## src/core/ddr2_cmd_pkg.sv

```systemverilog
// Purpose: Shared constants for the DDR2 command decode and power-down block.
// Assumes: Single 200 MHz clock, synchronous active-low reset.
// Notes:   Timing counts are in cycles of the core clock.
package ddr2_cmd_pkg;

  // ***********************************************************************
  // Widths and field positions
  // ***********************************************************************
  localparam int BANK_W      = 3;
  localparam int ADDR_W      = 14;
  localparam int MR_W        = 14;
  localparam int PRE_SEL_POS = 10;  // precharge_select_bit position.
  localparam int PDX_SEL_POS = 12;  // powerdown_exit_select_bit position.

  // ***********************************************************************
  // Reset values and timing
  // ***********************************************************************
  localparam logic [MR_W-1:0] MR_RESET = 14'h0000;
  localparam logic [2:0]      BURST_LEN = 3'h4;
  localparam logic [2:0]      BURST_BEATS = 3'h2;  // BL/2 clock cycles.
  localparam logic [7:0]      FAST_EXIT_CYC = 8'h02;
  localparam logic [7:0]      SLOW_EXIT_CYC = 8'h06;
  localparam logic [7:0]      PRE_EXIT_CYC  = 8'h02;
  localparam logic [7:0]      WR_RECOVERY_CYC = 8'h04;

  // ***********************************************************************
  // Decoded commands and device states
  // ***********************************************************************
  typedef enum logic [3:0] {
    CMD_NOP, CMD_MRS, CMD_REFRESH, CMD_SELF_REFRESH, CMD_PRECHARGE,
    CMD_ACTIVATE, CMD_WRITE, CMD_WRITE_AP, CMD_READ, CMD_READ_AP,
    CMD_PD_ENTRY, CMD_PD_EXIT, CMD_SR_EXIT, CMD_ILLEGAL
  } cmd_t;

  typedef enum logic [2:0] {
    ST_IDLE, ST_ACTIVE, ST_PRE_PD, ST_ACT_PD, ST_SELF_REF, ST_EXIT
  } state_t;

endpackage : ddr2_cmd_pkg

```

## src/core/ddr2_command_decode_powerdown.sv

```systemverilog
// Purpose: Decode DDR2 commands and track power-down and self-refresh.
// Assumes: Command pins are synchronous to clock; one edge = one CK edge.
// Notes:   Bank timing, refresh scheduling and ODT timing are not modelled.
// Function
// - CS low, RAS CAS WE high is NOP
// - NOP lets running operations finish
// - CS high is deselect, acts as NOP
// - Active exit latency fast or slow by bit
// - Decode solely from pins and both CKE; here the state also picks self-refresh or power-down exit
// - Bank address picks bank or mode register
// - Burst of four never interrupted
// - No refresh during power-down
// - ODT ignored; unavailable in self-refresh
// - Self-refresh exit on CKE rising, asynchronous; taken here on the first clock edge with CKE high
// - Precharge power-down after explicit or auto precharge
// - Write with auto-precharge encoding
// - Mode register set encoding
// - Power-down entry and exit only with NOP
// - Select bit low fast exit, high slow
`timescale 1ns/1ps
module ddr2_command_decode_powerdown #(
  parameter int NUM_BANKS = 8
) (
  input  wire logic                              clock,
  input  wire logic                              rst_n,
  input  wire logic                              cke,
  input  wire logic                              cs_n,
  input  wire logic                              ras_n,
  input  wire logic                              cas_n,
  input  wire logic                              we_n,
  input  wire logic [ddr2_cmd_pkg::BANK_W-1:0]   bank,
  input  wire logic [ddr2_cmd_pkg::ADDR_W-1:0]   addr,
  input  wire logic                              odt,
  output logic [3:0]                             cmd_ff,
  output logic [ddr2_cmd_pkg::BANK_W-1:0]        cmd_bank_ff,
  output logic                                   auto_precharge_ff,
  output logic [2:0]                             state_ff,
  output logic                                   burst_busy_ff,
  output logic                                   odt_enabled_ff,
  output logic                                   powerdown_exit_select_bit_ff,
  output logic                                   refresh_allowed_ff,
  output logic                                   cmd_ready_ff
);

  // ***********************************************************************
  // Command decode
  // ***********************************************************************
  ddr2_cmd_pkg::cmd_t   nxt_cmd;
  ddr2_cmd_pkg::state_t st;
  logic                 cke_prev_ff;
  logic                 nop_like;
  logic [NUM_BANKS-1:0] open_ff;
  logic [2:0]           burst_cnt_ff;
  logic [7:0]           wait_ff;
  logic [7:0]           ap_cnt_ff;
  logic                 ap_pend_ff;
  logic                 wr_ap;

  assign st = ddr2_cmd_pkg::state_t'(state_ff);
  // Deselect ignores RAS, CAS and WE entirely.
  assign nop_like = cs_n | (ras_n & cas_n & we_n);

  // Only the pins, the two CKE samples and the state feed decode; odt never does.
  always_comb begin
    nxt_cmd = ddr2_cmd_pkg::CMD_ILLEGAL;
    if (!cke_prev_ff && cke) begin
      if (nop_like) begin
        nxt_cmd = (st == ddr2_cmd_pkg::ST_SELF_REF) ?
                  ddr2_cmd_pkg::CMD_SR_EXIT : ddr2_cmd_pkg::CMD_PD_EXIT;
      end
    end else if (!cke_prev_ff) begin
      nxt_cmd = ddr2_cmd_pkg::CMD_NOP;  // Inputs ignored while asleep.
    end else if (!cke) begin
      if (nop_like) begin
        nxt_cmd = ddr2_cmd_pkg::CMD_PD_ENTRY;
      end else if (!ras_n && !cas_n && we_n) begin
        nxt_cmd = ddr2_cmd_pkg::CMD_SELF_REFRESH;
      end
    end else if (nop_like) begin
      nxt_cmd = ddr2_cmd_pkg::CMD_NOP;
    end else begin
      case ({ras_n, cas_n, we_n})
        3'h0: nxt_cmd = ddr2_cmd_pkg::CMD_MRS;
        3'h1: nxt_cmd = ddr2_cmd_pkg::CMD_REFRESH;
        3'h2: nxt_cmd = ddr2_cmd_pkg::CMD_PRECHARGE;
        3'h3: nxt_cmd = ddr2_cmd_pkg::CMD_ACTIVATE;
        3'h4: nxt_cmd = addr[ddr2_cmd_pkg::PRE_SEL_POS] ?
                ddr2_cmd_pkg::CMD_WRITE_AP : ddr2_cmd_pkg::CMD_WRITE;
        3'h5: nxt_cmd = addr[ddr2_cmd_pkg::PRE_SEL_POS] ?
                ddr2_cmd_pkg::CMD_READ_AP : ddr2_cmd_pkg::CMD_READ;
        default: nxt_cmd = ddr2_cmd_pkg::CMD_ILLEGAL;
      endcase
    end
  end

  assign wr_ap = (nxt_cmd == ddr2_cmd_pkg::CMD_WRITE_AP);

  // Register the decoded command and its bank or mode-register select.
  always_ff @(posedge clock) begin
    if (!rst_n) begin
      cmd_ff            <= 4'h0;
      cmd_bank_ff       <= '0;
      auto_precharge_ff <= 1'b0;
      cke_prev_ff       <= 1'b0;
    end else begin
      cmd_ff            <= nxt_cmd;
      cmd_bank_ff       <= bank;
      auto_precharge_ff <= addr[ddr2_cmd_pkg::PRE_SEL_POS];
      cke_prev_ff       <= cke;
    end
  end

  // ***********************************************************************
  // Mode register: only the exit select bit steers this block
  // ***********************************************************************
  always_ff @(posedge clock) begin
    if (!rst_n) begin
      powerdown_exit_select_bit_ff <= 1'b0;
    end else if (nxt_cmd == ddr2_cmd_pkg::CMD_MRS && bank == '0) begin
      // Bank selects which mode register; only register 0 is held.
      powerdown_exit_select_bit_ff <=
        addr[ddr2_cmd_pkg::PDX_SEL_POS];
    end
  end

  // ***********************************************************************
  // Burst tracking: a burst of four always runs out
  // ***********************************************************************
  always_ff @(posedge clock) begin
    if (!rst_n) begin
      burst_cnt_ff <= 3'h0;
    end else if (burst_cnt_ff != 3'h0) begin
      burst_cnt_ff <= burst_cnt_ff - 3'h1;
    end else if (nxt_cmd inside {ddr2_cmd_pkg::CMD_WRITE,
                 ddr2_cmd_pkg::CMD_WRITE_AP, ddr2_cmd_pkg::CMD_READ,
                 ddr2_cmd_pkg::CMD_READ_AP}) begin
      burst_cnt_ff <= ddr2_cmd_pkg::BURST_BEATS;
    end
  end

  always_ff @(posedge clock) begin
    if (!rst_n) begin
      burst_busy_ff <= 1'b0;
    end else begin
      burst_busy_ff <= (burst_cnt_ff > 3'h1) ||
        (burst_cnt_ff == 3'h0 && nxt_cmd inside {ddr2_cmd_pkg::CMD_WRITE,
         ddr2_cmd_pkg::CMD_WRITE_AP, ddr2_cmd_pkg::CMD_READ,
         ddr2_cmd_pkg::CMD_READ_AP});
    end
  end

  // ***********************************************************************
  // Open banks and the internal precharge after write with auto-precharge
  // ***********************************************************************
  always_ff @(posedge clock) begin
    if (!rst_n) begin
      ap_pend_ff <= 1'b0;
      ap_cnt_ff  <= 8'h00;
    end else if (wr_ap) begin
      ap_pend_ff <= 1'b1;
      ap_cnt_ff  <= ddr2_cmd_pkg::WR_RECOVERY_CYC;
    end else if (ap_pend_ff && ap_cnt_ff != 8'h00) begin
      ap_cnt_ff <= ap_cnt_ff - 8'h01;
    end else begin
      ap_pend_ff <= 1'b0;
    end
  end

  // Each bank row state; a generate loop gives one flop per bank.
  for (genvar b = 0; b < NUM_BANKS; b++) begin : g_bank
    always_ff @(posedge clock) begin
      if (!rst_n) begin
        open_ff[b] <= 1'b0;
      end else if (nxt_cmd == ddr2_cmd_pkg::CMD_ACTIVATE &&
                   bank == ddr2_cmd_pkg::BANK_W'(b)) begin
        open_ff[b] <= 1'b1;
      end else if (nxt_cmd == ddr2_cmd_pkg::CMD_PRECHARGE &&
                   (addr[ddr2_cmd_pkg::PRE_SEL_POS] ||
                    bank == ddr2_cmd_pkg::BANK_W'(b))) begin
        open_ff[b] <= 1'b0;
      end else if ((nxt_cmd == ddr2_cmd_pkg::CMD_READ_AP || wr_ap) &&
                   bank == ddr2_cmd_pkg::BANK_W'(b)) begin
        open_ff[b] <= 1'b0;
      end
    end
  end

  // ***********************************************************************
  // Power state machine
  // ***********************************************************************
  // Self-refresh exit is taken on the first edge that sees CKE high, with
  // no wait for the command pins; true pad-level asynchrony is outside
  // a single-clock core.
  always_ff @(posedge clock) begin
    if (!rst_n) begin
      state_ff <= 3'(ddr2_cmd_pkg::ST_IDLE);
      wait_ff  <= 8'h00;
    end else begin
      case (st)
        ddr2_cmd_pkg::ST_IDLE, ddr2_cmd_pkg::ST_ACTIVE: begin
          if (nxt_cmd == ddr2_cmd_pkg::CMD_SELF_REFRESH) begin
            state_ff <= 3'(ddr2_cmd_pkg::ST_SELF_REF);
          end else if (nxt_cmd == ddr2_cmd_pkg::CMD_PD_ENTRY) begin
            // Idle also needs any internal precharge to have finished.
            state_ff <= (open_ff == '0 && !ap_pend_ff) ?
              3'(ddr2_cmd_pkg::ST_PRE_PD) : 3'(ddr2_cmd_pkg::ST_ACT_PD);
          end else begin
            state_ff <= (open_ff == '0) ? 3'(ddr2_cmd_pkg::ST_IDLE) :
                        3'(ddr2_cmd_pkg::ST_ACTIVE);
          end
        end
        ddr2_cmd_pkg::ST_SELF_REF: begin
          if (cke) begin
            state_ff <= 3'(ddr2_cmd_pkg::ST_IDLE);
          end
        end
        ddr2_cmd_pkg::ST_PRE_PD, ddr2_cmd_pkg::ST_ACT_PD: begin
          if (nxt_cmd == ddr2_cmd_pkg::CMD_PD_EXIT) begin
            state_ff <= 3'(ddr2_cmd_pkg::ST_EXIT);
            if (st == ddr2_cmd_pkg::ST_PRE_PD) begin
              wait_ff <= ddr2_cmd_pkg::PRE_EXIT_CYC;
            end else if (powerdown_exit_select_bit_ff) begin
              wait_ff <= ddr2_cmd_pkg::SLOW_EXIT_CYC;
            end else begin
              wait_ff <= ddr2_cmd_pkg::FAST_EXIT_CYC;
            end
          end
        end
        ddr2_cmd_pkg::ST_EXIT: begin
          if (wait_ff <= 8'h01) begin
            state_ff <= (open_ff == '0) ? 3'(ddr2_cmd_pkg::ST_IDLE) :
                        3'(ddr2_cmd_pkg::ST_ACTIVE);
            wait_ff  <= 8'h00;
          end else begin
            wait_ff <= wait_ff - 8'h01;
          end
        end
        default: state_ff <= 3'(ddr2_cmd_pkg::ST_IDLE);
      endcase
    end
  end

  // ***********************************************************************
  // Status outputs
  // ***********************************************************************
  // Refresh is never performed while asleep in power-down.
  always_ff @(posedge clock) begin
    if (!rst_n) begin
      refresh_allowed_ff <= 1'b1;
      odt_enabled_ff     <= 1'b0;
      cmd_ready_ff       <= 1'b1;
    end else begin
      refresh_allowed_ff <= !(st == ddr2_cmd_pkg::ST_PRE_PD ||
                              st == ddr2_cmd_pkg::ST_ACT_PD);
      odt_enabled_ff <= odt && st != ddr2_cmd_pkg::ST_SELF_REF;
      cmd_ready_ff   <= st == ddr2_cmd_pkg::ST_IDLE ||
                        st == ddr2_cmd_pkg::ST_ACTIVE;
    end
  end

  // ***********************************************************************
  // Checks
  // ***********************************************************************
  chk_nop_decode: assert property (@(posedge clock) disable iff (!rst_n)
    cke_prev_ff && cke && nop_like |=> cmd_ff == 4'(ddr2_cmd_pkg::CMD_NOP))
    else $error("nop not decoded");
  chk_burst_runs_out: assert property (@(posedge clock) disable iff (!rst_n)
    burst_cnt_ff == 3'h2 |=> burst_cnt_ff == 3'h1 ##1 burst_cnt_ff == 3'h0)
    else $error("burst cut short");
  chk_sr_exit: assert property (@(posedge clock) disable iff (!rst_n)
    st == ddr2_cmd_pkg::ST_SELF_REF && cke |=>
    state_ff == 3'(ddr2_cmd_pkg::ST_IDLE))
    else $error("self refresh exit missed");
  chk_slow_exit: assert property (@(posedge clock) disable iff (!rst_n)
    st == ddr2_cmd_pkg::ST_ACT_PD && nxt_cmd == ddr2_cmd_pkg::CMD_PD_EXIT
    && powerdown_exit_select_bit_ff |=> wait_ff == 8'h06)
    else $error("slow exit latency wrong");
  chk_fast_exit: assert property (@(posedge clock) disable iff (!rst_n)
    st == ddr2_cmd_pkg::ST_ACT_PD && nxt_cmd == ddr2_cmd_pkg::CMD_PD_EXIT
    && !powerdown_exit_select_bit_ff |=> wait_ff == 8'h02)
    else $error("fast exit latency wrong");
  chk_no_refresh_pd: assert property (@(posedge clock) disable iff (!rst_n)
    st == ddr2_cmd_pkg::ST_PRE_PD |=> !refresh_allowed_ff)
    else $error("refresh allowed in power down");
  chk_wr_ap_decode: assert property (@(posedge clock) disable iff (!rst_n)
    cke_prev_ff && cke && !cs_n && ras_n && !cas_n && !we_n
    && addr[10] |=> cmd_ff == 4'(ddr2_cmd_pkg::CMD_WRITE_AP) &&
    auto_precharge_ff)
    else $error("write auto precharge wrong");
  chk_odt_in_sr: assert property (@(posedge clock) disable iff (!rst_n)
    st == ddr2_cmd_pkg::ST_SELF_REF |=> !odt_enabled_ff)
    else $error("odt on in self refresh");
  cov_sr: cover property (@(posedge clock) st == ddr2_cmd_pkg::ST_SELF_REF);
  cov_act_pd: cover property (@(posedge clock) st == ddr2_cmd_pkg::ST_ACT_PD);
  cov_pre_pd: cover property (@(posedge clock) st == ddr2_cmd_pkg::ST_PRE_PD);

endmodule : ddr2_command_decode_powerdown

```

## config.mk

```make
export PLATFORM = sky130hd
export DESIGN_NAME = ddr2_command_decode_powerdown
export DESIGN_NICKNAME = d
export VERILOG_FILES = /design/src/core/ddr2_cmd_pkg.sv /design/src/core/ddr2_command_decode_powerdown.sv
export SDC_FILE = /design/constraint.sdc
export NUM_CORES = 1
export LEC_CHECK = 0
export ABC_AREA = 1
export BUFFER_PORTS_ARGS = -buffer_cell sky130_fd_sc_hd__buf_2
export CELL_PAD_IN_SITES_DETAIL_PLACEMENT = 0
export CELL_PAD_IN_SITES_GLOBAL_PLACEMENT = 2
export CORE_MARGIN = 3
export CORE_UTILIZATION = 33
export DETAILED_ROUTE_END_ITERATION = 7
export GPL_TIMING_DRIVEN = 0
export PLACE_DENSITY = 0.86
export SYNTH_ARGS = -nofsm -noshare
export SYNTH_HDL_FRONTEND = slang
export SYNTH_SLANG_ARGS = --single-unit
```

## constraint.sdc

```tcl
create_clock -name clock -period 3.2 [get_ports clock]
set_input_delay 0.32 -clock clock [delete_from_list [all_inputs] [get_ports clock]]
set_output_delay 0.32 -clock clock [all_outputs]
set_load 0.02 [all_outputs]
```

==> results.json <==
{
  "power.total_mw": 1.23,
  "cts_hold_buffers": 0,
  "crit_path_max_incr_delay_ps": 390,
  "wirelength_mm": 5.51,
  "viasPerCell": 4.62,
  "cp_top_family": "simple AND/OR/NAND/NOR gates",
  "path_cells": "inv_1 -> nand3_1 -> inv_1 -> a21oi_1 -> inv_1 -> nand2_1 -> nand2_1 -> nor2_2 -> nand2_1 -> a21oi_1",
  "initial_core_util_pct": 34.5,
  "io_pins": 41,
  "timing.setup.tns_ps": 0,
  "clock_path_buffers": 2,
  "synth.distinct_cells": 31,
  "synth_nets": 382,
  "synthDominantCellAreaShare_pct": 38.0,
  "yosysWarningCount": 0,
  "synth_commonest_cells": "81 x nand2_1, 46 x inv_1, 45 x dfxtp_1",
  "die-area_um2": 8230,
  "clock_skew_ps": 3.21,
  "p_leak_nw": 1.21,
  "grt.total_usage_pct": 13.9,
  "synth_edf_count": 0,
  "fin_nets": 414,
  "cp_max_fo": 8,
  "tightest_slew_ps": 598,
  "status": "completed",
  "slew_headroom_pct": 60.2,
  "path_buf_inv": 3,
  "die_h_um": 90.7,
  "worstHoldStart": "odt",
  "grt_max_degree": 13,
  "vdd_ir_drop_max_mv": 0.173,
  "syn_to_final_growth_pct": 13.5,
  "ctsResizeCount": 0,
  "min_to": "odt_enabled_ff",
  "overflow": 0,
  "grt_pass1_wl_mm": 9.45,
  "holdPathStages": 3,
  "rr_startpoint": "state_ff[1]",
  "async_reset_ff_share_pct": 0,
  "cp-end-kind": "register",
  "numCtsBuffers": 5,
  "synthCells": 350,
  "setup_viol": 0,
  "critical_path_class": "reg2reg",
  "reg2reg_depth": 10,
  "root_buffer": "clkbuf_8",
  "grt_pass1_vias": 2092,
  "n_antenna_cell": 0,
  "drtIter0Drc": 87,
  "io_buffers": 25,
  "row_count": 30,
  "r2r-end": "open_ff[6]",
  "r2r_setup_slack_ps": 1290,
  "hold_viol_final": 0,
  "dp_hpwl_mm": 4.19,
  "synthFlopType": "dfxtp_1",
  "cap_viol_max_count": 0,
  "power_density_nw_per_um2": 459,
  "cp_slowest_cell": "dfxtp_1",
  "synth_area_per_cell_um2": 6.77,
  "coreArea_um2": 6870,
  "first_pass_iters": 4,
  "path_clk_slew_ps": 80,
  "antenna_found_initial": 0,
  "synthTopCellsByArea": "dfxtp_1 38%, nand2_1 13%, inv_1 7.3%, a21oi_1 6.5%, nor2_1 5.9%",
  "min_period_over_period_pct": 59.5,
  "crit_required_ps": 3420,
  "drive_gt1_share_pct": 14.7,
  "rsz0062_at_grt": "false",
  "finalCriticalPeriod_ps": 1910,
  "cts.sinks": 45,
  "cts_tree": "yes",
  "startpoint_type": "register",
  "ys_ff_latch": 45,
  "synth_top_cell_by_area": "dfxtp_1",
  "fp.dieW_um": 90.7,
  "detail_route.wl_per_cell_um": 11.5,
  "fillers": 768,
  "htreeDepth": 2,
  "antenna_left": 0,
  "slew_viol_final": 0,
  "drc": 0,
  "synth.cell_area_um2": 2370,
  "final_core_util_pct": 39.1,
  "via_count": 2205,
  "arrival_ps": 2130,
  "finalWeightedCongestion": 0.756,
  "seq_area_frac_synth_pct": 38.0,
  "post-cts-setup-buffers": 0,
  "fin_cells": 477,
  "synth.most_common_cell": "nand2_1",
  "clk_latency_ps": 290,
  "max_freq_mhz": 525,
  "dp.cells": 471,
  "hold_path_class": "in2reg"
}
placed cells by master (no fill, tap or decap), drive strengths merged, types with 5 or more instances in the layout:
| cell | netlist | final |
|---|---|---|
| nand2 | 92 | 92 |
| inv | 47 | 47 |
| dfxtp | 45 | 45 |
| nor2 | 42 | 42 |
| a21oi | 31 | 31 |
| buf | 2 | 27 |
| nand3 | 27 | 27 |
| o21ai | 20 | 20 |
| nor3 | 13 | 13 |
| clkbuf | 5 | 10 |
| ha | 7 | 7 |
| xor2 | 5 | 5 |
how the worst max path moves through the flow:
stage | from | to | slack [ps] | cells after the start
after CTS | state_ff[2] | wait_ff[5] | 1300 | 8
final | state_ff[1] | open_ff[6] | 1290 | 10
after floorplan | state_ff[1] | wait_ff[2] | 1520 | 11
after global routing | state_ff[1] | open_ff[2] | 1040 | 10
after detailed placement | cas_n | wait_ff[2] | 1260 | 13
after global placement | cas_n | wait_ff[2] | 1230 | 13
worst min-delay path: stages:
cell and delay (ps):
buf_2 90, nand2_1 40, nor2_1 40
area by class of cell:
class | count | area [um2] | area share [%]
Sequential cell | 45 | 901 | 33.5
Tap cell | 96 | 120 | 4.47
Clock buffer | 5 | 68.8 | 2.56
Clock inverter | 1 | 5.00 | 0.186
Multi-Input combinational cell | 251 | 1260 | 47.0
Inverter | 47 | 176 | 6.56
Buffer | 7 | 30.0 | 1.12
Timing Repair Buffer | 25 | 125 | 4.65
report_power, final:
| part | switching, mW | internal [mW] | leakage [nW] |
|---|---|---|---|
| clock network | 0.188 | 0.144 | 0.0399 |
| registers | 0.0202 | 0.597 | 0.367 |
| logic | 0.189 | 0.0958 | 0.807 |
| total | 0.398 | 0.837 | 1.21 |
sequential cells by signal (all words and copies together) (netlist names):
register,cells
ap_cnt_ff,8
ap_pend_ff,1
auto_precharge_ff,1
burst_busy_ff,1
burst_cnt_ff,3
cke_prev_ff,1
cmd_bank_ff,3
cmd_ff,4
cmd_ready_ff,1
odt_enabled_ff,1
open_ff,8
powerdown_exit_select_bit_ff,1
refresh_allowed_ff,1
state_ff,3
wait_ff,8
kinds of logic (layout without fill, tap and decap cells):
family	count (synthesis)	in the layout	share of synthesized area (%)
compound gates	54	54	11.9
xor+xnor	7	7	2.59
fa+ha+maj	7	7	3.70
buf+inv	54	85	8.71
flops	45	45	38.0
simple gates	183	183	35.1
stage by stage:
stage	setup slack (ps)	hold WS (ps)	instance area, um2
2_1_floorplan	1520	413	2370
3_3_place_gp	1230	448	2620
3_5_place_dp	1260	456	2620
4_1_cts	1300	239	2690
5_1_grt	1040	258	2690
6_report	1290	244	2690
per-layer routing:
layer	track usage, %	vias to the layer above	wire length, um
li1	-	1177	-
met1	18.4	991	2770
met2	22.7	33	2520
met3	2.83	4	170
met4	4.21	0	44
met5	0	-	0
Note: power is estimated with default switching activity, not from simulation.
